[config.mk]
export PLATFORM = sky130hd
export DESIGN_NAME = tcn_dev_end_flat
export DESIGN_NICKNAME = d
export VERILOG_FILES = /design/src/logic/tcn_pkg.sv /design/src/logic/tcn_chan_if.sv /design/src/logic/tcn_dev_end.sv /design/src/flat_wrapper.sv
export SDC_FILE = /design/constraint.sdc
export NUM_CORES = 1
export LEC_CHECK = 0
export ABC_AREA = 1
export BUFFER_PORTS_ARGS = -buffer_cell sky130_fd_sc_hd__buf_2
export CORE_AREA = 3 3 140 142
export CTS_CLUSTER_DIAMETER = 120
export DETAILED_ROUTE_END_ITERATION = 7
export DIE_AREA = 0 0 143 145
export HOLD_SLACK_MARGIN = 0.15
export PLACE_DENSITY = 0.75
export SYNTH_ARGS = -nofsm -noshare
export SYNTH_HDL_FRONTEND = slang
export SYNTH_SLANG_ARGS = --single-unit
[constraint.sdc]
create_clock -name sys_clk -period 4.4 [get_ports sys_clk]
set_input_delay 0.88 -clock sys_clk [delete_from_list [all_inputs] [get_ports sys_clk]]
set_output_delay 0.88 -clock sys_clk [all_outputs]
set_load 0.01 [all_outputs]
[src/logic/tcn_pkg.sv]
// Shared constants for the nine-track function decoder and status builder.
// Assumes 30-bit channel words and 9-bit tape frames (8 data bits plus parity).
package tcn_pkg;
	localparam int WORD_W = 30;
	localparam int STS_W = 18;
	localparam int ACC_W = 38;
	localparam logic [2:0] CODE_WEOF = 3'h0;
	localparam logic [2:0] CODE_RDBK = 3'h1;
	localparam logic [2:0] CODE_RWI = 3'h2;
	localparam logic [2:0] CODE_RWL = 3'h3;
	localparam logic [2:0] CODE_BOOT = 3'h4;
	localparam logic [2:0] CODE_WRITE = 3'h5;
	localparam logic [2:0] CODE_RDFW = 3'h6;
	localparam logic [2:0] CODE_SKIP = 3'h7;
	localparam int FN_CODE_HI = 17;
	localparam int FN_CODE_LO = 15;
	localparam int FN_EVEN = 14;
	localparam int FN_DENS_HI = 13;
	localparam int FN_DENS_LO = 12;
	localparam int FN_NINE = 10;
	localparam int FN_LOWG = 9;
	localparam int FN_BAD = 4;
	localparam int FN_UNIT_HI = 3;
	localparam logic [1:0] DENS_800 = 2'h3;
	localparam logic [29:0] BOOT_WORD = 30'h4000000;
	localparam int ST_AFC = 17;
	localparam int ST_EOF = 16;
	localparam int ST_PAR = 12;
	localparam int ST_INV = 9;
	localparam int ST_BT_HI = 8;
	localparam int ST_BT_LO = 5;
	localparam int ST_FC_HI = 3;
	localparam logic [8:0] EOF_FRAME = 9'h013;
	localparam logic [3:0] FC_LAST = 4'hE;
	localparam logic [3:0] BK_EOF_MIN = 4'h7;
	localparam logic [3:0] BK_EOF_MAX = 4'h9;
	localparam logic [1:0] FWD_EOF_BLANKS = 2'h2;
	localparam logic [5:0] WORD_BITS = 6'h1E;
	localparam logic [5:0] FRAME_BITS = 6'h08;

	// Ors a left-aligned bit group in just below the bits already held.
	function automatic logic [ACC_W-1:0] tcn_merge(input logic [ACC_W-1:0] acc,
		input logic [ACC_W-1:0] val, input logic [5:0] cnt);
		tcn_merge = acc | (val >> cnt);
	endfunction
endpackage

[src/logic/tcn_chan_if.sv]
// Processor channel between the tape controller and its host.
// Assumes both ends share sys_clk; all signals change after its rising edge.
`timescale 1ns/10ps
`default_nettype none
interface tcn_chan_if;
	logic fn_valid;
	logic [29:0] fn_word;
	logic out_valid;
	logic [29:0] out_word;
	logic out_last;
	logic out_ready;
	logic in_valid;
	logic [29:0] in_word;
	logic in_last;
	logic in_ready;
	logic in_stop;
	logic sts_valid;
	logic [17:0] sts_word;
	logic ext_int;
	modport dev (input fn_valid, input fn_word, input out_valid, input out_word,
		input out_last, output out_ready, output in_valid, output in_word,
		output in_last, input in_ready, input in_stop, output sts_valid,
		output sts_word, output ext_int);
	modport host (output fn_valid, output fn_word, output out_valid, output out_word,
		output out_last, input out_ready, input in_valid, input in_word,
		input in_last, output in_ready, output in_stop, input sts_valid,
		input sts_word, input ext_int);
endinterface
`default_nettype wire

[src/logic/tcn_dev_end.sv]
// Controller end: decodes nine-track function words, packs words and frames, builds status.
// Assumes the tape side reports frames, blanks, check frames and errors as one-cycle strobes.
// Notes on behaviour
// - Skip/Write write phase packs like Write.
// - Host forms Skip Only as code 773.
// - Even parity marks Skip Only; never auxiliary.
// - Data word starts motion and erase.
// - Erase done: drop word, status, interrupt.
// - Skip Only acts as stopped seven-track Skip/Write.
// - Bits 17..9 decode as octal function codes.
// - Bootstrap code zero means word 400000000.
// - Frame count not multiple of 15: bit 17.
// - Forward EOF frame plus two blanks: bit 16.
// - Forward end-of-file also sets parity error.
// - Backward EOF frame seven to nine from check.
// - End-of-file also sets abnormal frame count.
// - Forward parity: lateral, longitudinal, diagonal mismatch.
// - Write parity: lateral or longitudinal errors.
// - Missing diagonal frame on end-of-file no error.
// - Backward parity ignores diagonal check.
// - Function bit 4 set means invalid.
// - Auxiliary unit rejects write-type functions.
// - Track format mismatch with unit: invalid.
// - Bootstrap switch mismatch with unit zero: invalid.
// - Forward bad track number in bits 8..5.
// - Bits 3..0 frame count mod 15 if taken.
// - Four words map onto fifteen frames.
`timescale 1ns/10ps
`default_nettype none
module tcn_dev_end (
	input wire logic sys_clk,
	input wire logic rst_n,
	tcn_chan_if.dev chan,
	input wire logic aux_unit,
	input wire logic unit_nine,
	input wire logic track_format_select_switch,
	input wire logic unit0_nine,
	input wire logic tp_frame_valid,
	input wire logic [8:0] tp_frame,
	input wire logic tp_blank,
	input wire logic tp_lcf,
	input wire logic tp_diag,
	input wire logic tp_lat_err,
	input wire logic tp_long_err,
	input wire logic tp_diag_err,
	input wire logic [3:0] tp_bad_track,
	input wire logic tp_block_end,
	input wire logic tp_erase_done,
	input wire logic tp_wr_ready,
	output logic tp_wr_valid_q,
	output logic [7:0] tp_wr_frame_q,
	output logic tp_wr_end_q,
	output logic tp_fwd_q,
	output logic tp_bwd_q,
	output logic tp_erase_q,
	output logic tp_rewind_q,
	output logic [3:0] tp_unit_q
);
	typedef enum logic [5:0] {
		ST_IDLE = 6'h01,
		ST_START = 6'h02,
		ST_READ = 6'h04,
		ST_WRITE = 6'h08,
		ST_ERASE = 6'h10,
		ST_REPORT = 6'h20
	} tcn_state_t;

	tcn_state_t state_q;
	tcn_state_t state_d;
	logic [29:0] fn_q;
	logic [37:0] acc_q;
	logic [5:0] cnt_q;
	logic [3:0] fc_q;
	logic [1:0] dcnt_q;
	logic fe_arm_q;
	logic [1:0] fe_bl_q;
	logic fe_eof_q;
	logic [3:0] pos_q;
	logic bk_hit_q;
	logic par_q;
	logic [3:0] bt_q;
	logic end_q;
	logic blk_q;
	logic sent_q;
	logic taken_q;
	logic out_ready_q;
	logic in_valid_q;
	logic [29:0] in_word_q;
	logic in_last_q;
	logic sts_valid_q;
	logic [17:0] sts_word_q;
	logic ext_int_q;
	logic [17:0] sts_w;

	// Function code fields of the held word.
	// The code-zero bootstrap word would otherwise decode as a file mark write.
	wire [2:0] fcode = fn_q[tcn_pkg::FN_CODE_HI:tcn_pkg::FN_CODE_LO];
	wire boot_zero = fn_q == tcn_pkg::BOOT_WORD;
	wire is_rdfw = fcode == tcn_pkg::CODE_RDFW;
	wire is_rdbk = fcode == tcn_pkg::CODE_RDBK;
	wire is_boot = fcode == tcn_pkg::CODE_BOOT | boot_zero;
	wire is_weof = fcode == tcn_pkg::CODE_WEOF & ~boot_zero;
	wire is_skip = fcode == tcn_pkg::CODE_SKIP;
	wire is_skonly = is_skip & fn_q[tcn_pkg::FN_EVEN];
	wire is_wrty = fcode == tcn_pkg::CODE_WRITE | is_skip | is_weof;
	wire is_rew = fcode == tcn_pkg::CODE_RWI | fcode == tcn_pkg::CODE_RWL;
	wire fwdboot = is_rdfw | is_boot;
	wire is_read = fwdboot | is_rdbk;
	wire fmt_bad = (is_read & ~is_boot | is_wrty) & (fn_q[tcn_pkg::FN_NINE] != unit_nine);
	wire inv = fn_q[tcn_pkg::FN_BAD]
		| aux_unit & is_wrty
		| fmt_bad
		| is_boot & (track_format_select_switch != unit0_nine);

	// Datapath strobes; a word leaves the read side before a new frame is merged.
	wire rd_mode = state_q == ST_READ;
	wire wr_mode = state_q == ST_WRITE;
	wire rd_frm = rd_mode & tp_frame_valid & ~blk_q;
	wire rd_pop = rd_mode & ~in_valid_q & (cnt_q >= tcn_pkg::WORD_BITS | blk_q & cnt_q != 6'h00);
	wire in_take = in_valid_q & chan.in_ready;
	wire wr_room = wr_mode & ~end_q & cnt_q < tcn_pkg::FRAME_BITS;
	wire er_room = state_q == ST_ERASE & ~tp_erase_q;
	wire out_take = chan.out_valid & out_ready_q;
	wire wr_take = out_take & wr_mode;
	wire er_take = out_take & state_q == ST_ERASE;
	wire wr_emit = wr_mode & (~tp_wr_valid_q | tp_wr_ready)
		& (cnt_q >= tcn_pkg::FRAME_BITS | end_q & cnt_q != 6'h00);
	wire wr_fin = wr_mode & end_q & cnt_q == 6'h00 & ~tp_wr_valid_q & ~sent_q;
	wire [5:0] sh_n = rd_pop ? tcn_pkg::WORD_BITS : (wr_emit ? tcn_pkg::FRAME_BITS : 6'h00);
	wire [37:0] acc_s = acc_q << sh_n;
	wire [5:0] cnt_s = (cnt_q > sh_n) ? cnt_q - sh_n : 6'h00;
	wire [37:0] add_v = rd_frm ? {tp_frame[7:0], 30'h0} : (wr_take ? {chan.out_word, 8'h00} : 38'h0);
	wire [5:0] add_n = rd_frm ? tcn_pkg::FRAME_BITS : (wr_take ? tcn_pkg::WORD_BITS : 6'h00);
	wire [37:0] acc_d = tcn_pkg::tcn_merge(acc_s, add_v, cnt_s);
	wire [5:0] cnt_d = cnt_s + add_n;
	wire is_eof_frm = tp_frame[8:0] == tcn_pkg::EOF_FRAME;
	wire pos_ev = tp_frame_valid | tp_blank | tp_diag;
	wire [3:0] pos_n = (pos_q == 4'hF) ? pos_q : pos_q + 4'h1;
	wire run = rd_mode | wr_mode;
	wire err_ev = tp_lat_err | tp_long_err | tp_diag_err & fwdboot & rd_mode;
	wire rd_done = rd_mode & blk_q & cnt_q == 6'h00 & ~in_valid_q;
	wire wr_done = wr_mode & sent_q & blk_q;

	always_comb
	begin
		state_d = state_q;
		case (state_q)
			ST_IDLE: if (chan.fn_valid) state_d = ST_START;
			ST_START:
				if (inv | is_rew) state_d = ST_REPORT;
				else if (is_read) state_d = ST_READ;
				else if (is_skonly) state_d = ST_ERASE;
				else state_d = ST_WRITE;
			ST_READ: if (rd_done) state_d = ST_REPORT;
			ST_WRITE: if (wr_done) state_d = ST_REPORT;
			ST_ERASE: if (tp_erase_q & tp_erase_done) state_d = ST_REPORT;
			default: state_d = ST_IDLE;
		endcase
	end

	// Status word; an invalid function reports nothing else.
	wire fe_eof = fwdboot & fe_eof_q;
	wire bk_eof = is_rdbk & bk_hit_q & dcnt_q == 2'h1;
	wire eof = fe_eof | bk_eof;
	always_comb
	begin
		sts_w = 18'h00000;
		if (inv)
			sts_w[tcn_pkg::ST_INV] = 1'b1;
		else if (~is_rew)
		begin
			sts_w[tcn_pkg::ST_AFC] = is_read & (fc_q != 4'h0 | eof);
			sts_w[tcn_pkg::ST_EOF] = eof;
			sts_w[tcn_pkg::ST_PAR] = par_q | fe_eof;
			if (fwdboot & (par_q | fe_eof))
				sts_w[tcn_pkg::ST_BT_HI:tcn_pkg::ST_BT_LO] = bt_q;
			if (is_read & taken_q)
				sts_w[tcn_pkg::ST_FC_HI:0] = fc_q;
		end
	end

	always_ff @(posedge sys_clk or negedge rst_n)
	begin
		if (!rst_n)
		begin
			state_q <= ST_IDLE;
			fn_q <= 30'h0;
			acc_q <= 38'h0;
			cnt_q <= 6'h00;
		end
		else
		begin
			state_q <= state_d;
			if (state_q == ST_IDLE & chan.fn_valid)
				fn_q <= chan.fn_word;
			acc_q <= (state_q == ST_START) ? 38'h0 : acc_d;
			cnt_q <= (state_q == ST_START) ? 6'h00 : cnt_d;
		end
	end

	// Block tracking: frame count, end-of-file patterns, errors.
	always_ff @(posedge sys_clk or negedge rst_n)
	begin
		if (!rst_n)
		begin
			fc_q <= 4'h0;
			dcnt_q <= 2'h0;
			fe_arm_q <= 1'b0;
			fe_bl_q <= 2'h0;
			fe_eof_q <= 1'b0;
			pos_q <= 4'h0;
			bk_hit_q <= 1'b0;
			par_q <= 1'b0;
			bt_q <= 4'h0;
		end
		else if (state_q == ST_START)
		begin
			fc_q <= 4'h0;
			dcnt_q <= 2'h0;
			fe_arm_q <= 1'b0;
			fe_bl_q <= 2'h0;
			fe_eof_q <= 1'b0;
			pos_q <= 4'h0;
			bk_hit_q <= 1'b0;
			par_q <= 1'b0;
			bt_q <= 4'h0;
		end
		else
		begin
			if (rd_frm)
			begin
				fc_q <= (fc_q == tcn_pkg::FC_LAST) ? 4'h0 : fc_q + 4'h1;
				dcnt_q <= (dcnt_q == 2'h2) ? dcnt_q : dcnt_q + 2'h1;
				fe_arm_q <= dcnt_q == 2'h0 & is_eof_frm;
				fe_bl_q <= 2'h0;
				if (is_eof_frm & pos_n >= tcn_pkg::BK_EOF_MIN & pos_n <= tcn_pkg::BK_EOF_MAX)
					bk_hit_q <= 1'b1;
			end
			else if (rd_mode & tp_blank & fe_arm_q)
			begin
				fe_bl_q <= fe_bl_q + 2'h1;
				if (fe_bl_q + 2'h1 == tcn_pkg::FWD_EOF_BLANKS)
					fe_eof_q <= 1'b1;
			end
			if (rd_mode & tp_lcf)
				pos_q <= 4'h0;
			else if (rd_mode & pos_ev)
				pos_q <= pos_n;
			if (run & err_ev)
				par_q <= 1'b1;
			if (rd_mode & fwdboot & tp_bad_track != 4'h0)
				bt_q <= tp_bad_track;
		end
	end

	// Channel side handshakes and tape control.
	always_ff @(posedge sys_clk or negedge rst_n)
	begin
		if (!rst_n)
		begin
			end_q <= 1'b0;
			blk_q <= 1'b0;
			sent_q <= 1'b0;
			taken_q <= 1'b0;
			out_ready_q <= 1'b0;
			in_valid_q <= 1'b0;
			in_word_q <= 30'h0;
			in_last_q <= 1'b0;
			tp_wr_valid_q <= 1'b0;
			tp_wr_frame_q <= 8'h00;
			tp_wr_end_q <= 1'b0;
			tp_fwd_q <= 1'b0;
			tp_bwd_q <= 1'b0;
			tp_erase_q <= 1'b0;
			tp_rewind_q <= 1'b0;
			tp_unit_q <= 4'h0;
			sts_valid_q <= 1'b0;
			sts_word_q <= 18'h00000;
			ext_int_q <= 1'b0;
		end
		else
		begin
			end_q <= (state_q == ST_START) ? is_weof : end_q | wr_take & chan.out_last;
			blk_q <= (state_q != ST_START) & (blk_q | run & tp_block_end);
			sent_q <= (state_q != ST_START) & (sent_q | wr_fin);
			taken_q <= (state_q != ST_START) & (taken_q | in_take & in_last_q);
			out_ready_q <= (wr_room | er_room) & ~out_take;
			if (rd_pop)
			begin
				in_valid_q <= 1'b1;
				in_word_q <= acc_q[37:8];
				in_last_q <= blk_q & cnt_q <= tcn_pkg::WORD_BITS;
			end
			else if (in_take | chan.in_stop)
				in_valid_q <= 1'b0;
			if (wr_emit)
			begin
				tp_wr_valid_q <= 1'b1;
				tp_wr_frame_q <= acc_q[37:30];
			end
			else if (tp_wr_ready)
				tp_wr_valid_q <= 1'b0;
			tp_wr_end_q <= wr_fin;
			if (state_q == ST_START)
			begin
				tp_unit_q <= fn_q[tcn_pkg::FN_UNIT_HI:0];
				tp_fwd_q <= ~inv & (fwdboot | is_weof);
				tp_bwd_q <= ~inv & is_rdbk;
			end
			else if (state_q == ST_REPORT)
			begin
				tp_fwd_q <= 1'b0;
				tp_bwd_q <= 1'b0;
			end
			else if (wr_take | er_take)
				tp_fwd_q <= 1'b1;
			tp_erase_q <= (state_q == ST_ERASE) & (tp_erase_q | er_take);
			tp_rewind_q <= state_q == ST_START & ~inv & is_rew;
			sts_valid_q <= state_q == ST_REPORT;
			ext_int_q <= state_q == ST_REPORT;
			if (state_q == ST_REPORT)
				sts_word_q <= sts_w;
		end
	end

	assign chan.out_ready = out_ready_q;
	assign chan.in_valid = in_valid_q;
	assign chan.in_word = in_word_q;
	assign chan.in_last = in_last_q;
	assign chan.sts_valid = sts_valid_q;
	assign chan.sts_word = sts_word_q;
	assign chan.ext_int = ext_int_q;
endmodule
`default_nettype wire

[src/flat_wrapper.sv]
// flat-port wrapper written by rule: the top's interface ports become plain ports
module tcn_dev_end_flat 
  (sys_clk, rst_n, aux_unit, unit_nine, track_format_select_switch, unit0_nine, tp_frame_valid, tp_frame, tp_blank, tp_lcf, tp_diag, tp_lat_err, tp_long_err, tp_diag_err, tp_bad_track, tp_block_end, tp_erase_done, tp_wr_ready, tp_wr_valid_q, tp_wr_frame_q, tp_wr_end_q, tp_fwd_q, tp_bwd_q, tp_erase_q, tp_rewind_q, tp_unit_q, chan_fn_valid, chan_fn_word, chan_out_valid, chan_out_word, chan_out_last, chan_out_ready, chan_in_valid, chan_in_word, chan_in_last, chan_in_ready, chan_in_stop, chan_sts_valid, chan_sts_word, chan_ext_int);
  tcn_chan_if chan_i ();
  input wire logic sys_clk;
  input wire logic rst_n;
  input wire logic aux_unit;
  input wire logic unit_nine;
  input wire logic track_format_select_switch;
  input wire logic unit0_nine;
  input wire logic tp_frame_valid;
  input wire logic [8:0] tp_frame;
  input wire logic tp_blank;
  input wire logic tp_lcf;
  input wire logic tp_diag;
  input wire logic tp_lat_err;
  input wire logic tp_long_err;
  input wire logic tp_diag_err;
  input wire logic [3:0] tp_bad_track;
  input wire logic tp_block_end;
  input wire logic tp_erase_done;
  input wire logic tp_wr_ready;
  output logic tp_wr_valid_q;
  output logic [7:0] tp_wr_frame_q;
  output logic tp_wr_end_q;
  output logic tp_fwd_q;
  output logic tp_bwd_q;
  output logic tp_erase_q;
  output logic tp_rewind_q;
  output logic [3:0] tp_unit_q;
  input wire logic [$bits(chan_i.fn_valid)-1:0] chan_fn_valid;
  input wire logic [$bits(chan_i.fn_word)-1:0] chan_fn_word;
  input wire logic [$bits(chan_i.out_valid)-1:0] chan_out_valid;
  input wire logic [$bits(chan_i.out_word)-1:0] chan_out_word;
  input wire logic [$bits(chan_i.out_last)-1:0] chan_out_last;
  output wire logic [$bits(chan_i.out_ready)-1:0] chan_out_ready;
  output wire logic [$bits(chan_i.in_valid)-1:0] chan_in_valid;
  output wire logic [$bits(chan_i.in_word)-1:0] chan_in_word;
  output wire logic [$bits(chan_i.in_last)-1:0] chan_in_last;
  input wire logic [$bits(chan_i.in_ready)-1:0] chan_in_ready;
  input wire logic [$bits(chan_i.in_stop)-1:0] chan_in_stop;
  output wire logic [$bits(chan_i.sts_valid)-1:0] chan_sts_valid;
  output wire logic [$bits(chan_i.sts_word)-1:0] chan_sts_word;
  output wire logic [$bits(chan_i.ext_int)-1:0] chan_ext_int;
  assign chan_i.fn_valid = chan_fn_valid;
  assign chan_i.fn_word = chan_fn_word;
  assign chan_i.out_valid = chan_out_valid;
  assign chan_i.out_word = chan_out_word;
  assign chan_i.out_last = chan_out_last;
  assign chan_out_ready = chan_i.out_ready;
  assign chan_in_valid = chan_i.in_valid;
  assign chan_in_word = chan_i.in_word;
  assign chan_in_last = chan_i.in_last;
  assign chan_i.in_ready = chan_in_ready;
  assign chan_i.in_stop = chan_in_stop;
  assign chan_sts_valid = chan_i.sts_valid;
  assign chan_sts_word = chan_i.sts_word;
  assign chan_ext_int = chan_i.ext_int;
  tcn_dev_end u_core (.sys_clk(sys_clk), .rst_n(rst_n), .chan(chan_i), .aux_unit(aux_unit), .unit_nine(unit_nine), .track_format_select_switch(track_format_select_switch), .unit0_nine(unit0_nine), .tp_frame_valid(tp_frame_valid), .tp_frame(tp_frame), .tp_blank(tp_blank), .tp_lcf(tp_lcf), .tp_diag(tp_diag), .tp_lat_err(tp_lat_err), .tp_long_err(tp_long_err), .tp_diag_err(tp_diag_err), .tp_bad_track(tp_bad_track), .tp_block_end(tp_block_end), .tp_erase_done(tp_erase_done), .tp_wr_ready(tp_wr_ready), .tp_wr_valid_q(tp_wr_valid_q), .tp_wr_frame_q(tp_wr_frame_q), .tp_wr_end_q(tp_wr_end_q), .tp_fwd_q(tp_fwd_q), .tp_bwd_q(tp_bwd_q), .tp_erase_q(tp_erase_q), .tp_rewind_q(tp_rewind_q), .tp_unit_q(tp_unit_q));
endmodule
Word-level counts from Yosys, hierarchy flattened
Index checks and enable logic that the tools add are counted.
Widths: inputs -> output; s select.
{"block": "word_totals", "ff_bits": 168, "in_bits": 94}
{"block": "op_classes", "addsub": 6, "order_cmp": 7, "n_eq_ne": 29, "shift": 2, "mux": 64, "bitwise_logic": 105, "n_reduce_logical": 22}
{"operator": "$mux 38", "n": 3}
{"operator": "$mux 4", "n": 16}
{"operator": "$and 1x1->1", "n": 63}
{"operator": "$mux 6", "n": 10}
{"operator": "$or 38x38->38", "n": 1}
{"operator": "$shl 38x6->38", "n": 1}
{"operator": "$shr 38x6->38", "n": 1}
{"operator": "$or 1x1->1", "n": 31}
{"operator": "$eq 30x27->1 const B", "n": 1}
{"operator": "$pmux 6 s5", "n": 1}
{"operator": "$mux 1", "n": 24}
{"operator": "$reduce_bool 2->1", "n": 9}
{"operator": "$mux 2", "n": 8}
{"operator": "$eq 3x3->1 const B", "n": 4}
{"operator": "$mux 5", "n": 2}
{"operator": "$not 1->1", "n": 10}
{"operator": "$eq 9x5->1 const B", "n": 1}
{"operator": "$reduce_bool 3->1", "n": 3}
{"operator": "$add 4x1->4 const B", "n": 2}
{"operator": "$eq 4x4->1 const B", "n": 2}
{"operator": "$ne 2x2->1 const B", "n": 4}
{"operator": "$reduce_bool 4->1", "n": 2}
{"operator": "$add 6x6->6", "n": 1}
{"operator": "$eq 3x2->1 const B", "n": 2}
{"operator": "other kinds (28)", "n": 33}

Logic depth before layout (Yosys ltp)
Gate-level depths: netlist (run 1).
{"block": "depth", "word_depth": 12, "depth_mapped": 28, "depth_no_buf": 27}

Worst setup path after synthesis (run 1)
OpenSTA, ideal clock, no wires.
{"block": "synth_path", "path_kind": "input port to flip-flop", "start": "input tp_wr_ready", "end": "register u_core.cnt_q[5]", "t_arrival_ns": 3.771, "path_slack_ns": 0.504, "path_stages": 25, "n_path_buf": 3, "cell_sequence": "nor2_1 > nor2_1 > and3_1 > buf_2 > inv_2 > nand2_2 > inv_2 > buf_2 > ha_1 > inv_1 > nand2_1 > nand3_2 > nand2_4 > nand2_2 > inv_2 > buf_2 > ha_1 > inv_1 > fa_1 > inv_1 > nand2_1 > nand2_1 > a21oi_1 > o21ai_0 > a21oi_1"}
{"block": "synth_via", "elab_chain_len": 9, "word_cells_on_any_way": 10}
{"element": "start: declaration", "line_no": "flat_wrapper.sv:22", "text": "input wire logic tp_wr_ready;"}
{"element": "$or 1x1->1 *", "line_no": "tcn_dev_end.sv:126", "text": "wire wr_emit = wr_mode & (~tp_wr_valid_q | tp_wr_ready)"}
{"element": "$and 1x1->1 *", "line_no": "tcn_dev_end.sv:126"}
{"element": "$and 1x1->1 *", "line_no": "tcn_dev_end.sv:127", "text": "& (cnt_q >= tcn_pkg::FRAME_BITS | end_q & cnt_q != 6'h00);"}
{"element": "$mux 4 *", "line_no": "tcn_dev_end.sv:129", "text": "wire [5:0] sh_n = rd_pop ? tcn_pkg::WORD_BITS : (wr_emit ? tcn_pkg::FRAME_BITS : 6'h00);"}
{"element": "$mux 6 *", "line_no": "tcn_dev_end.sv:129"}
{"element": "$sub 6x6->6 or $gt 6x6->1 (tied branches)", "line_no": "tcn_dev_end.sv:131", "text": "wire [5:0] cnt_s = (cnt_q > sh_n) ? cnt_q - sh_n : 6'h00;"}
{"element": "$mux 6 *", "line_no": "tcn_dev_end.sv:131"}
{"element": "$add 6x6->6 *", "line_no": "tcn_dev_end.sv:135", "text": "wire [5:0] cnt_d = cnt_s + add_n;"}
{"element": "$mux 6 *", "line_no": "tcn_dev_end.sv:197", "text": "cnt_q <= (state_q == ST_START) ? 6'h00 : cnt_d;"}
{"element": "end signal: assignment", "line_no": "tcn_dev_end.sv:197"}
{"element": "end: declaration", "line_no": "tcn_dev_end.sv:72", "text": "logic [5:0] cnt_q;"}
Every way passes the cells marked *; elsewhere a longest branch is shown, timed or not.
A chain may end at the register's enable or synchronous reset.

Worst setup path after layout (run 1)
{"block": "layout_path", "start": "register u_core.state_q[2]", "end": "register u_core.acc_q[14]"}
{"block": "layout_via", "elab_chain_len": 10, "word_cells_on_any_way": 21}
{"element": "start: declaration", "line_no": "tcn_dev_end.sv:68", "text": "tcn_state_t state_q;"}
{"element": "start signal: assignment", "line_no": "tcn_dev_end.sv:193", "text": "state_q <= state_d;"}
{"element": "$eq 6x4->1", "line_no": "tcn_dev_end.sv:117", "text": "wire wr_mode = state_q == ST_WRITE;"}
{"element": "$and 1x1->1", "line_no": "tcn_dev_end.sv:126"}
{"element": "$and 1x1->1", "line_no": "tcn_dev_end.sv:127"}
{"element": "$mux 4", "line_no": "tcn_dev_end.sv:129"}
{"element": "$mux 6", "line_no": "tcn_dev_end.sv:129"}
{"element": "$sub 6x6->6 or $gt 6x6->1 (tied branches)", "line_no": "tcn_dev_end.sv:131"}
{"element": "$mux 6", "line_no": "tcn_dev_end.sv:131"}
{"element": "$shr 38x6->38", "line_no": "tcn_pkg.sv:44", "text": "tcn_merge = acc | (val >> cnt);"}
{"element": "$or 38x38->38", "line_no": "tcn_pkg.sv:44"}
{"element": "$mux 38 *", "line_no": "tcn_dev_end.sv:196", "text": "acc_q <= (state_q == ST_START) ? 38'h0 : acc_d;"}
{"element": "end signal: assignment", "line_no": "tcn_dev_end.sv:196"}
{"element": "end: declaration", "line_no": "tcn_dev_end.sv:71", "text": "logic [37:0] acc_q;"}
Marked as above.

==> results.ini, run 1 <==
[worst_setup_path]
crit_path_end_kind = flip-flop
timing.critical_path.from = u_core.state_q[2]
worstPathArrival_ns = 4.34
cp_max_fo = 15
cp-start-kind = flip-flop
worstSetupPathType = flip-flop to flip-flop
r2r_start = u_core.state_q[2]
worstPathRequired_ns = 4.74

[worst_hold_path]
hp-start = u_core.sent_q
hold_path_class = flip-flop to flip-flop

[global_routing]
overflow = 0
grt_pass1_vias = 9471
antenna_found_initial = 0
track_usage_pct = 30.04
grt_max_degree = 84
grt_pass1_wl_mm = 50.31

[outcome]
status = finished, final reports clean

[final_layout]
diodes = 0
seqCellArea_mm2 = 0.004205
layout-drive-gt1-share_pct = 17.57
final_util_pct = 63.41
final_cell_mix = nand2_1, nand3_1, dfrtp_1, buf_2, inv_1
multiInputGateArea_mm2 = 0.004984
fin_nets = 1671
mostFrequentLayoutCell = nand2_1
stdcell_count = 1805
fillCellCount = 1726
areaGrowthSynthToFinish_pct = 15.87

[power]
p_sw_share_pct = 35.33
power_density_mw_per_mm2 = 441.1
switchingPower_mw = 1.836
p_seq_share_pct = 41.7
ir_drop_mv = 0.2864
combinationalPowerShare_pct = 27.5
clkPwrFrac_pct = 30.8
power_leakage_nw = 6.243
p_int_mw = 3.361

[die]
die_x_um = 143
rows = 50
die_h_um = 145
fp.coreArea_mm2 = 0.01858
io_pins = 165
initial_core_util_pct = 54.72
die-area_mm2 = 0.02074

[clock_tree]
cts_setup_buffers = 0
htree_levels = 4
ctsRootBufferMaster = clkbuf_16
cts.sinks = 168
cts_tree = built
cts_made_buffers = 17
clk_pin_slew_worst_paths_ns = 0.07
worstSkewPairLatency_ns = 0.43
ctsLongestPathBuffers = 2

[yosys]
syn_area_mm2 = 0.01017
syn_avg_cell_area_um2 = 7.170
async_reset_ff_share_pct = 100.0
ys.flop_type = dfrtp_1
synth_top_area_share_pct = 41.10
synthTopCellsByArea = dfrtp_1, nand2_1, nand3_1
synth_cell_type_count = 55
yosysTopAreaCell = dfrtp_1
synthesis.instances = 1418
ys_ff_latch = 168
synth_warnings = 0
synth_edf_count = 0
yosysSeqAreaShare_pct = 41.36

[flow_run]
drv_cap = 0

[placed_design]
dpl.hpwl_mm = 22.71
numPortBuffers = 158
gp_congestion = 1.013
dp_cells = 1772

[detailed_routing]
vias = 10094
wl_per_cell_um = 16.98
firstDrtPassIters = 6
drt-total-wl_mm = 30.65
drc = 0
drtIter0Drc = 1063
ant_nets = 0
avgViaCountPerCell = 5.592

[timing]
rsz0062_at_grt = false
slew_viol_final = 0
fin_crit_sh_pct = 90.84
slew_headroom_pct = 49.07
period_minus_slack_ns = 3.997
fin_worst_skew_ns = 0.01519
max_freq_ghz = 0.2502
max_slew.worst_pin.slew_ns = 0.7639
report.final.setup_viol = 0
finalSetupTns_ns = 0
finalHoldViolations = 0

==> state kept, by name, indices dropped and copies added, names as in the netlist, 6 cells and up <==
signal and cells:
u_core.tp_wr_frame_q 8, u_core.chan.in_word 30, u_core.acc_q 38, u_core.fn_q 30, u_core.chan.sts_word 12, u_core.cnt_q 6, u_core.state_q 6
==> synth_stat cells (5+ instances only) <==
cell,n
nand3_1,170
o21a_1,7
inv_1,146
ha_1,17
nand2_2,6
o21ai_0,97
o211ai_1,6
a21oi_1,72
o31ai_1,5
nor3_1,7
buf_2,20
inv_2,21
o22ai_1,10
o21ai_1,19
clkbuf_1,27
xor2_1,6
dfrtp_1,167
nand2_1,425
nand4_1,26
buf_4,16
nor2_1,76
buf_1,5
nor2_4,7
==> final cells by class <==
class | instances | share of cell area (%)
Multi-Input combinational cell | 1014 | 42.30
Sequential cell | 168 | 35.69
Timing Repair Buffer | 186 | 8.762
Inverter | 171 | 5.448
Clock buffer | 19 | 3.760
Tap cell | 234 | 2.485
Clock inverter | 13 | 1.551
==> critical path, cell delays in order, from the launching register on <==
cell	delay [ns]
dfrtp_1	0.42
nor2_2	0.18
nand3_1	0.22
nor2_1	0.14
and3_1	0.42
inv_2	0.08
nand2_2	0.09
inv_2	0.04
ha_1	0.31
inv_1	0.05
nand2_1	0.09
nand3_2	0.11
nand2_4	0.21
nand2_8	0.14
nor2_4	0.31
nand2_1	0.12
nand2_1	0.10
nand2_1	0.07
nand2_2	0.14
nand2_1	0.06
nand2_1	0.17
nand2_1	0.07
nand2_1	0.07
nand3_1	0.13
a21oi_1	0.15
==> stage by stage <==
stage          hold slack, ns  setup slack (ns)  power (mW)  cell area [um^2]
6_report               0.4410            0.4030       5.197             11780
5_1_grt                0.4643           0.05524       5.542             11780
4_1_cts                0.4415            0.3866       5.210             11780
3_5_place_dp           0.4175            0.2154       3.599             11150
3_3_place_gp           0.4135            0.2770       3.544             11150
2_1_floorplan          0.4027            0.5037       3.126             10190
==> power groups by stage <==
stage,registers (mW),logic [mW],clock network (mW)
2_1_floorplan,2.17,0.957,0
3_3_place_gp,2.17,1.38,0
3_5_place_dp,2.19,1.41,0
4_1_cts,2.16,1.43,1.62
5_1_grt,2.21,1.65,1.69
6_report,2.16,1.43,1.60
==> per-layer routing <==
| metal | vias to the layer above | wire [um] | global-route usage, % |
|---|---|---|---|
| li1 | 4886 | - | - |
| met1 | 4645 | 14200 | 46.72 |
| met2 | 515 | 13240 | 43.37 |
| met3 | 48 | 2517 | 4.713 |
| met4 | 0 | 696 | 8.270 |
| met5 | - | 0 | 0 |
==> logic make-up after synthesis <==
| logic type | synth area share [%] |
|---|---|
| XOR/XNOR | 0.6892 |
| AO/OA/AOI/OAI | 12.82 |
| buffers and inverters | 9.993 |
| multiplexers | 0.2215 |
| adder cells (fa/ha/maj) | 2.486 |
| other | 0.03688 |
| flip-flops | 41.36 |
| AND/OR/NAND/NOR | 32.39 |
==> timing repair <==
item / in CTS / in global routing
resized for setup: 0 / 0
setup endpoints to repair: 0 / 12
hold buffers: 0 / 0
==> final timing paths <==
path	cells past startpoint	slack, ns	end
hold reg to reg	1	0.44	u_core.tp_wr_end_q
setup reg to reg	24	0.40	u_core.acc_q[14]
max in group asynchronous	2	3.03	u_core.state_q[0]
hold / removal	1	0.44	u_core.tp_wr_end_q
min in group asynchronous	1	0.49	u_core.tp_wr_frame_q[5]
setup / recovery	24	0.40	u_core.acc_q[14]
(Power assumes the default switching activity.)
==> inputs of run 2 (changes only) <==
ABC_AREA = default   (was 1)
CORE_AREA = 3 3 141 143   (was 3 3 140 142)
DIE_AREA = 0 0 144 146   (was 0 0 143 145)
GPL_ROUTABILITY_DRIVEN = 0   (was default)
==> results.ini, run 2 <==
[final_layout]
fillCellCount = 1567
areaGrowthSynthToFinish_pct = 15.85
fin_nets = 1397
multiInputGateArea_mm2 = 0.005568
largest_reg_flops = 38
seqCellArea_mm2 = 0.004205
layout-drive-gt1-share_pct = 22.74
mostFrequentLayoutCell = nand2_1
regMostFlops = u_core.acc_q
final_cell_mix = nand2_1, dfrtp_1, buf_2, nor2_1, o21ai_0

[clock_tree]
clk_pin_slew_worst_paths_ns = 0.06
ctsRootBufferMaster = clkbuf_16
cts_made_buffers = 17
cts_setup_buffers = 0
cts.sinks = 168
ctsLongestPathBuffers = 2
htree_levels = 4
cts_tree = built
worstSkewPairLatency_ns = 0.43

[detailed_routing]
drc = 0
drt-total-wl_mm = 29.57
drtIter0Drc = 1004
wl_per_cell_um = 19.30
vias = 9607
firstDrtPassIters = 6
avgViaCountPerCell = 6.271
ant_nets = 0

[timing]
fin_crit_sh_pct = 94.61
max_slew.worst_pin.slew_ns = 1.197
report.final.setup_viol = 0
period_minus_slack_ns = 4.163
max_freq_ghz = 0.2402
rsz0062_at_grt = false
slew_viol_final = 0
slew_headroom_pct = 20.03
finalHoldViolations = 0
finalSetupTns_ns = 0
fin_worst_skew_ns = 0.007512

[yosys]
synth_most_common_cell = nand2_1
synth_common_cells = nand2_1, dfrtp_1, nor2_1
synthTopCellsByArea = dfrtp_1, nand2_1, mux2_2
synth_top_area_share_pct = 40.98
syn_area_mm2 = 0.01020
ys.flop_type = dfrtp_1
yosysSeqAreaShare_pct = 41.24
yosysTopAreaCell = dfrtp_1
synth_warnings = 0
syn_avg_cell_area_um2 = 8.867
synth_edf_count = 0
synthesis.instances = 1150
async_reset_ff_share_pct = 100.0
synth_cell_type_count = 93
ys_ff_latch = 168

[global_routing]
grt_pass1_vias = 8985
grt_max_degree = 91
track_usage_pct = 28.03
antenna_found_initial = 1
grt_pass1_wl_mm = 47.45
overflow = 0

[worst_hold_path]
worst_hold_path.endpoint = u_core.chan.in_word[28]
hp-start = u_core.chan.in_word[28]
hold_path_class = flip-flop to flip-flop
worstHoldPathCells = 2

[worst_setup_path]
worst_path_largest_cell_delay_ns = 0.51
path_common_cell = nand2_1
crit_cells = 15
r2r_start = u_core.cnt_q[5]
cp_num_buf_inv = 2
worstPathRequired_ns = 4.74
cp_max_fo = 13
cpMaxStageDelayCell = dfrtp_1
worstPathArrival_ns = 4.51
crit_path_end_kind = flip-flop
r2r_end = u_core.acc_q[23]
r2r_slack_ns = 0.24
cp_top_family = compound AO/OA/AOI/OAI gates
worstSetupPathType = flip-flop to flip-flop
reg2regPathDepth = 15
path_cells = nor2_1, nand2_1, nand2_1, a211oi_4, inv_2, ha_1, a211o_1, and2_4, nor2_8, buf_4, mux2i_4, a21oi_1, a22o_1, or3_1, a31oi_1
cp-start-kind = flip-flop

[die]
fp.coreArea_mm2 = 0.01871
initial_core_util_pct = 54.52
die_h_um = 146
die-area_mm2 = 0.02102
io_pins = 165
rows = 50
die_x_um = 144

[power]
ir_drop_mv = 0.2522
power.total_mw = 4.646
power_density_mw_per_mm2 = 393.3
power_leakage_nw = 5.800

[placed_design]
dpl.hpwl_mm = 21.51
numPortBuffers = 158

[outcome]
status = finished, final reports clean

[flow_run]
drv_cap = 0

-- run 2: cell types whose count changed after synthesis, moves of 16 or more --
cell	delta
nand2_1	-204
a21oi_1	-21
mux2_2	+37
a31oi_1	+17
a22o_1	+24
nand3_1	-121
mux2i_1	+36
nand4_1	-19
inv_1	-125
clkbuf_1	+16
nor3_1	+18
o21ai_0	-45
-- run 2: routing by layer --
metal  GRT usage [%]  up-vias  routed length, um
met5               0        -                  0
met4           8.522        0                701
met1           41.59     4604              13230
li1                -     4457                  -
met2           40.29      481              13020
met3           7.230       65               2617
-- run 2: metrics by stage --
stage / instance area, um^2 / worst slack [ns] / hold slack (ns) / std cells / utilization (%)
CTS: 11790 / 0.1991 / 0.4745 / 1531 / 63.04
global placement: 11200 / 0.2955 / 0.4536 / 1499 / 59.90
finish: 11810 / 0.2372 / 0.4658 / 1532 / 63.16
detailed placement: 11200 / 0.1943 / 0.4588 / 1499 / 59.90
global route: 11810 / 0.007541 / 0.4960 / 1532 / 63.16
floorplan: 10260 / 0.01518 / 0.4318 / 1155 / -
-- run 2: repair_timing --
item                       CTS  global route
setup endpoints to repair    0             7
resized for setup            0             6
hold buffers                 0             0
-- run 2: cell type report --
cell class / instances / area share, %
diodes: 1 / 0.02118
flip-flops and latches: 168 / 35.60
clock inverters: 12 / 1.197
clock buffers: 20 / 3.781
well taps: 234 / 2.478
repair buffers: 191 / 8.875
inverters: 28 / 0.9214
multi-input cells: 878 / 47.13
-- run 2: logic make-up (layout without fill, tap and decap cells) --
kind of cell	after synthesis	in the layout	share of synthesized area, %
other	1	7	0.03677
adders and majority gates	19	19	2.479
buffers and inverters	109	251	4.834
AOI/OAI and AO/OA	316	316	21.75
xor gates and xnor gates	11	11	0.9448
muxes	78	78	8.331
DFF	168	168	41.24
and+or+nand+nor	448	448	20.38
-- run 2: worst max-delay path by stage --
| stage | start | end | slack, ns |
|---|---|---|---|
| final | u_core.cnt_q[5] | u_core.acc_q[23] | 0.24 |
| after global routing | u_core.cnt_q[2] | u_core.acc_q[6] | 0.008 |
| after CTS | u_core.state_q[1] | u_core.acc_q[23] | 0.20 |
| after detailed placement | tp_wr_ready | u_core.acc_q[23] | 0.19 |
| after global placement | tp_wr_ready | u_core.acc_q[23] | 0.30 |
| after floorplan | tp_wr_ready | u_core.cnt_q[5] | 0.02 |
-- run 2: tightest hold or removal path: stages, from the launching register on --
cell and delay [ns]:
dfrtp_1 0.34, nand2_1 0.05, nand2_1 0.05
-- run 2: power breakdown --
group | internal [mW] | switching (mW) | total, mW
sequential | 1.84 | 0.241 | 2.09
combinational | 0.466 | 0.597 | 1.06
clock | 0.860 | 0.638 | 1.50
==> inputs of run 3 (changes only) <==
BUFFER_PORTS_ARGS = -buffer_cell sky130_fd_sc_hd__clkbuf_2   (was -buffer_cell sky130_fd_sc_hd__buf_2)
clock period = 5.22 ns   (was 4.4 ns; I/O delays follow)
==> results.ini, run 3 (same netlist as run 2, synthesis figures left out) <==
[outcome]
status = finished, final reports clean

[worst_setup_path]
crit_path_end_kind = flip-flop
cp-start-kind = flip-flop
worstPathArrival_ns = 4.85
worstSetupPathType = flip-flop to flip-flop
cp_max_fo = 21
worstPathRequired_ns = 5.57

[die]
die_h_um = 146
initial_core_util_pct = 54.52
die-area_mm2 = 0.02102
fp.coreArea_mm2 = 0.01871
die_x_um = 144
rows = 50
io_pins = 165

[timing]
max_freq_ghz = 0.2218
slew_viol_final = 0
period_minus_slack_ns = 4.508
hold_slack_ns = 0.4718
finalHoldViolations = 0
finalSetupTns_ns = 0
slew_headroom_pct = 20.64
max_slew.worst_pin.slew_ns = 1.188
fin_crit_sh_pct = 86.36
fin_worst_skew_ns = 0.01235
rsz0062_at_grt = false
report.final.setup_viol = 0

[detailed_routing]
drtIter0Drc = 1213
wl_per_cell_um = 19.74
drc = 0
vias = 9634
ant_nets = 0
drt-total-wl_mm = 29.99
avgViaCountPerCell = 6.342
firstDrtPassIters = 6

[flow_run]
drv_cap = 0

[clock_tree]
cts_made_buffers = 17
ctsHoldBuffers = 0
cts-resized-gates = 0
cts_tree = built
ctsLongestPathBuffers = 2
cts.sinks = 168
cts_setup_buffers = 0
htree_levels = 4
worstSkewPairLatency_ns = 0.43
ctsRootBufferMaster = clkbuf_16
clk_pin_slew_worst_paths_ns = 0.06

[power]
p_seq_share_pct = 44.4
combinationalPowerShare_pct = 22.5
clkPwrFrac_pct = 33.1
p_sw_share_pct = 31.28
ir_drop_mv = 0.2660
switchingPower_mw = 1.243
p_int_mw = 2.730
power.total_mw = 3.973
power_leakage_nw = 5.733
power_density_mw_per_mm2 = 339.1

[worst_hold_path]
hold_path_class = flip-flop to flip-flop

[final_layout]
fillCellCount = 1580
diodes = 0
final_cell_mix = nand2_1, dfrtp_1, clkbuf_2, nor2_1, o21ai_0
layout-drive-gt1-share_pct = 21.87
mostFrequentLayoutCell = nand2_1
largest_reg_flops = 38
regMostFlops = u_core.acc_q
fin_nets = 1385
areaGrowthSynthToFinish_pct = 14.88

[global_routing]
antenna_found_initial = 0
grt_max_degree = 109
track_usage_pct = 28.43
overflow = 0
grt_pass1_vias = 8947
grt_pass1_wl_mm = 47.98

[placed_design]
numPortBuffers = 158
dpl.hpwl_mm = 21.86

-- run 3: critical path, cell delays in order (launching register included) --
cell	delay [ns]
dfrtp_1	0.44
nor4_4	0.31
buf_4	0.30
nand3b_1	0.32
nor2_2	0.21
nor2_1	0.08
ha_1	0.27
a211o_1	0.33
and2_4	0.24
nor2_8	0.39
mux2i_2	0.50
a21oi_1	0.20
a22o_1	0.31
or3_1	0.36
a31oi_1	0.15
-- run 3: final timing paths --
path	start	to	slack [ns]	cells past startpoint
max in group asynchronous	rst_n	u_core.tp_unit_q[3]	3.48	2
min in group asynchronous	rst_n	u_core.chan.sts_word[0]	0.71	1
min	u_core.chan.in_word[28]	u_core.chan.in_word[28]	0.47	2
max reg2reg	u_core.state_q[1]	u_core.acc_q[23]	0.71	14
min reg2reg	u_core.chan.in_word[28]	u_core.chan.in_word[28]	0.47	2
max	u_core.state_q[1]	u_core.acc_q[23]	0.71	14
-- run 3: final cells by class --
type                            count  area [um^2]  area share, %
Multi-Input combinational cell    878         5538          47.27
Sequential cell                   168         4205          35.90
Timing Repair Buffer              179        954.7          8.149
Clock buffer                       19        452.9          3.866
Tap cell                          234        292.8          2.499
Clock inverter                     13        166.4          1.420
Inverter                           28        105.1         0.8971
-- run 3: layer usage --
layer / track usage [%] / share of wire [%] / routed length, um
met2: 41.22 / 44 / 13090
met4: 6.638 / 1.8 / 536
met3: 6.277 / 10 / 3078
met5: 0 / 0 / 0
met1: 43.45 / 44 / 13290
-- run 3: through the flow --
stage               instance area, um^2  setup WS (ns)  utilization [%]  std cells
floorplan                         10220         0.5139                -       1155
global placement                  11100         0.8656            59.32       1487
detailed placement                11100         0.8009            59.32       1487
CTS                               11720         0.7896            62.63       1519
global route                      11720         0.4210            62.63       1519
finish                            11720         0.7122            62.63       1519
-- run 3: power by group through the flow --
| stage | clock network [mW] | logic, mW | registers [mW] |
|---|---|---|---|
| 6_report | 1.31 | 0.895 | 1.76 |
| 5_1_grt | 1.39 | 0.988 | 1.80 |
| 4_1_cts | 1.33 | 0.894 | 1.76 |
| 3_5_place_dp | 0 | 0.890 | 1.78 |
| 3_3_place_gp | 0 | 0.873 | 1.77 |
| 2_1_floorplan | 0 | 0.599 | 1.74 |
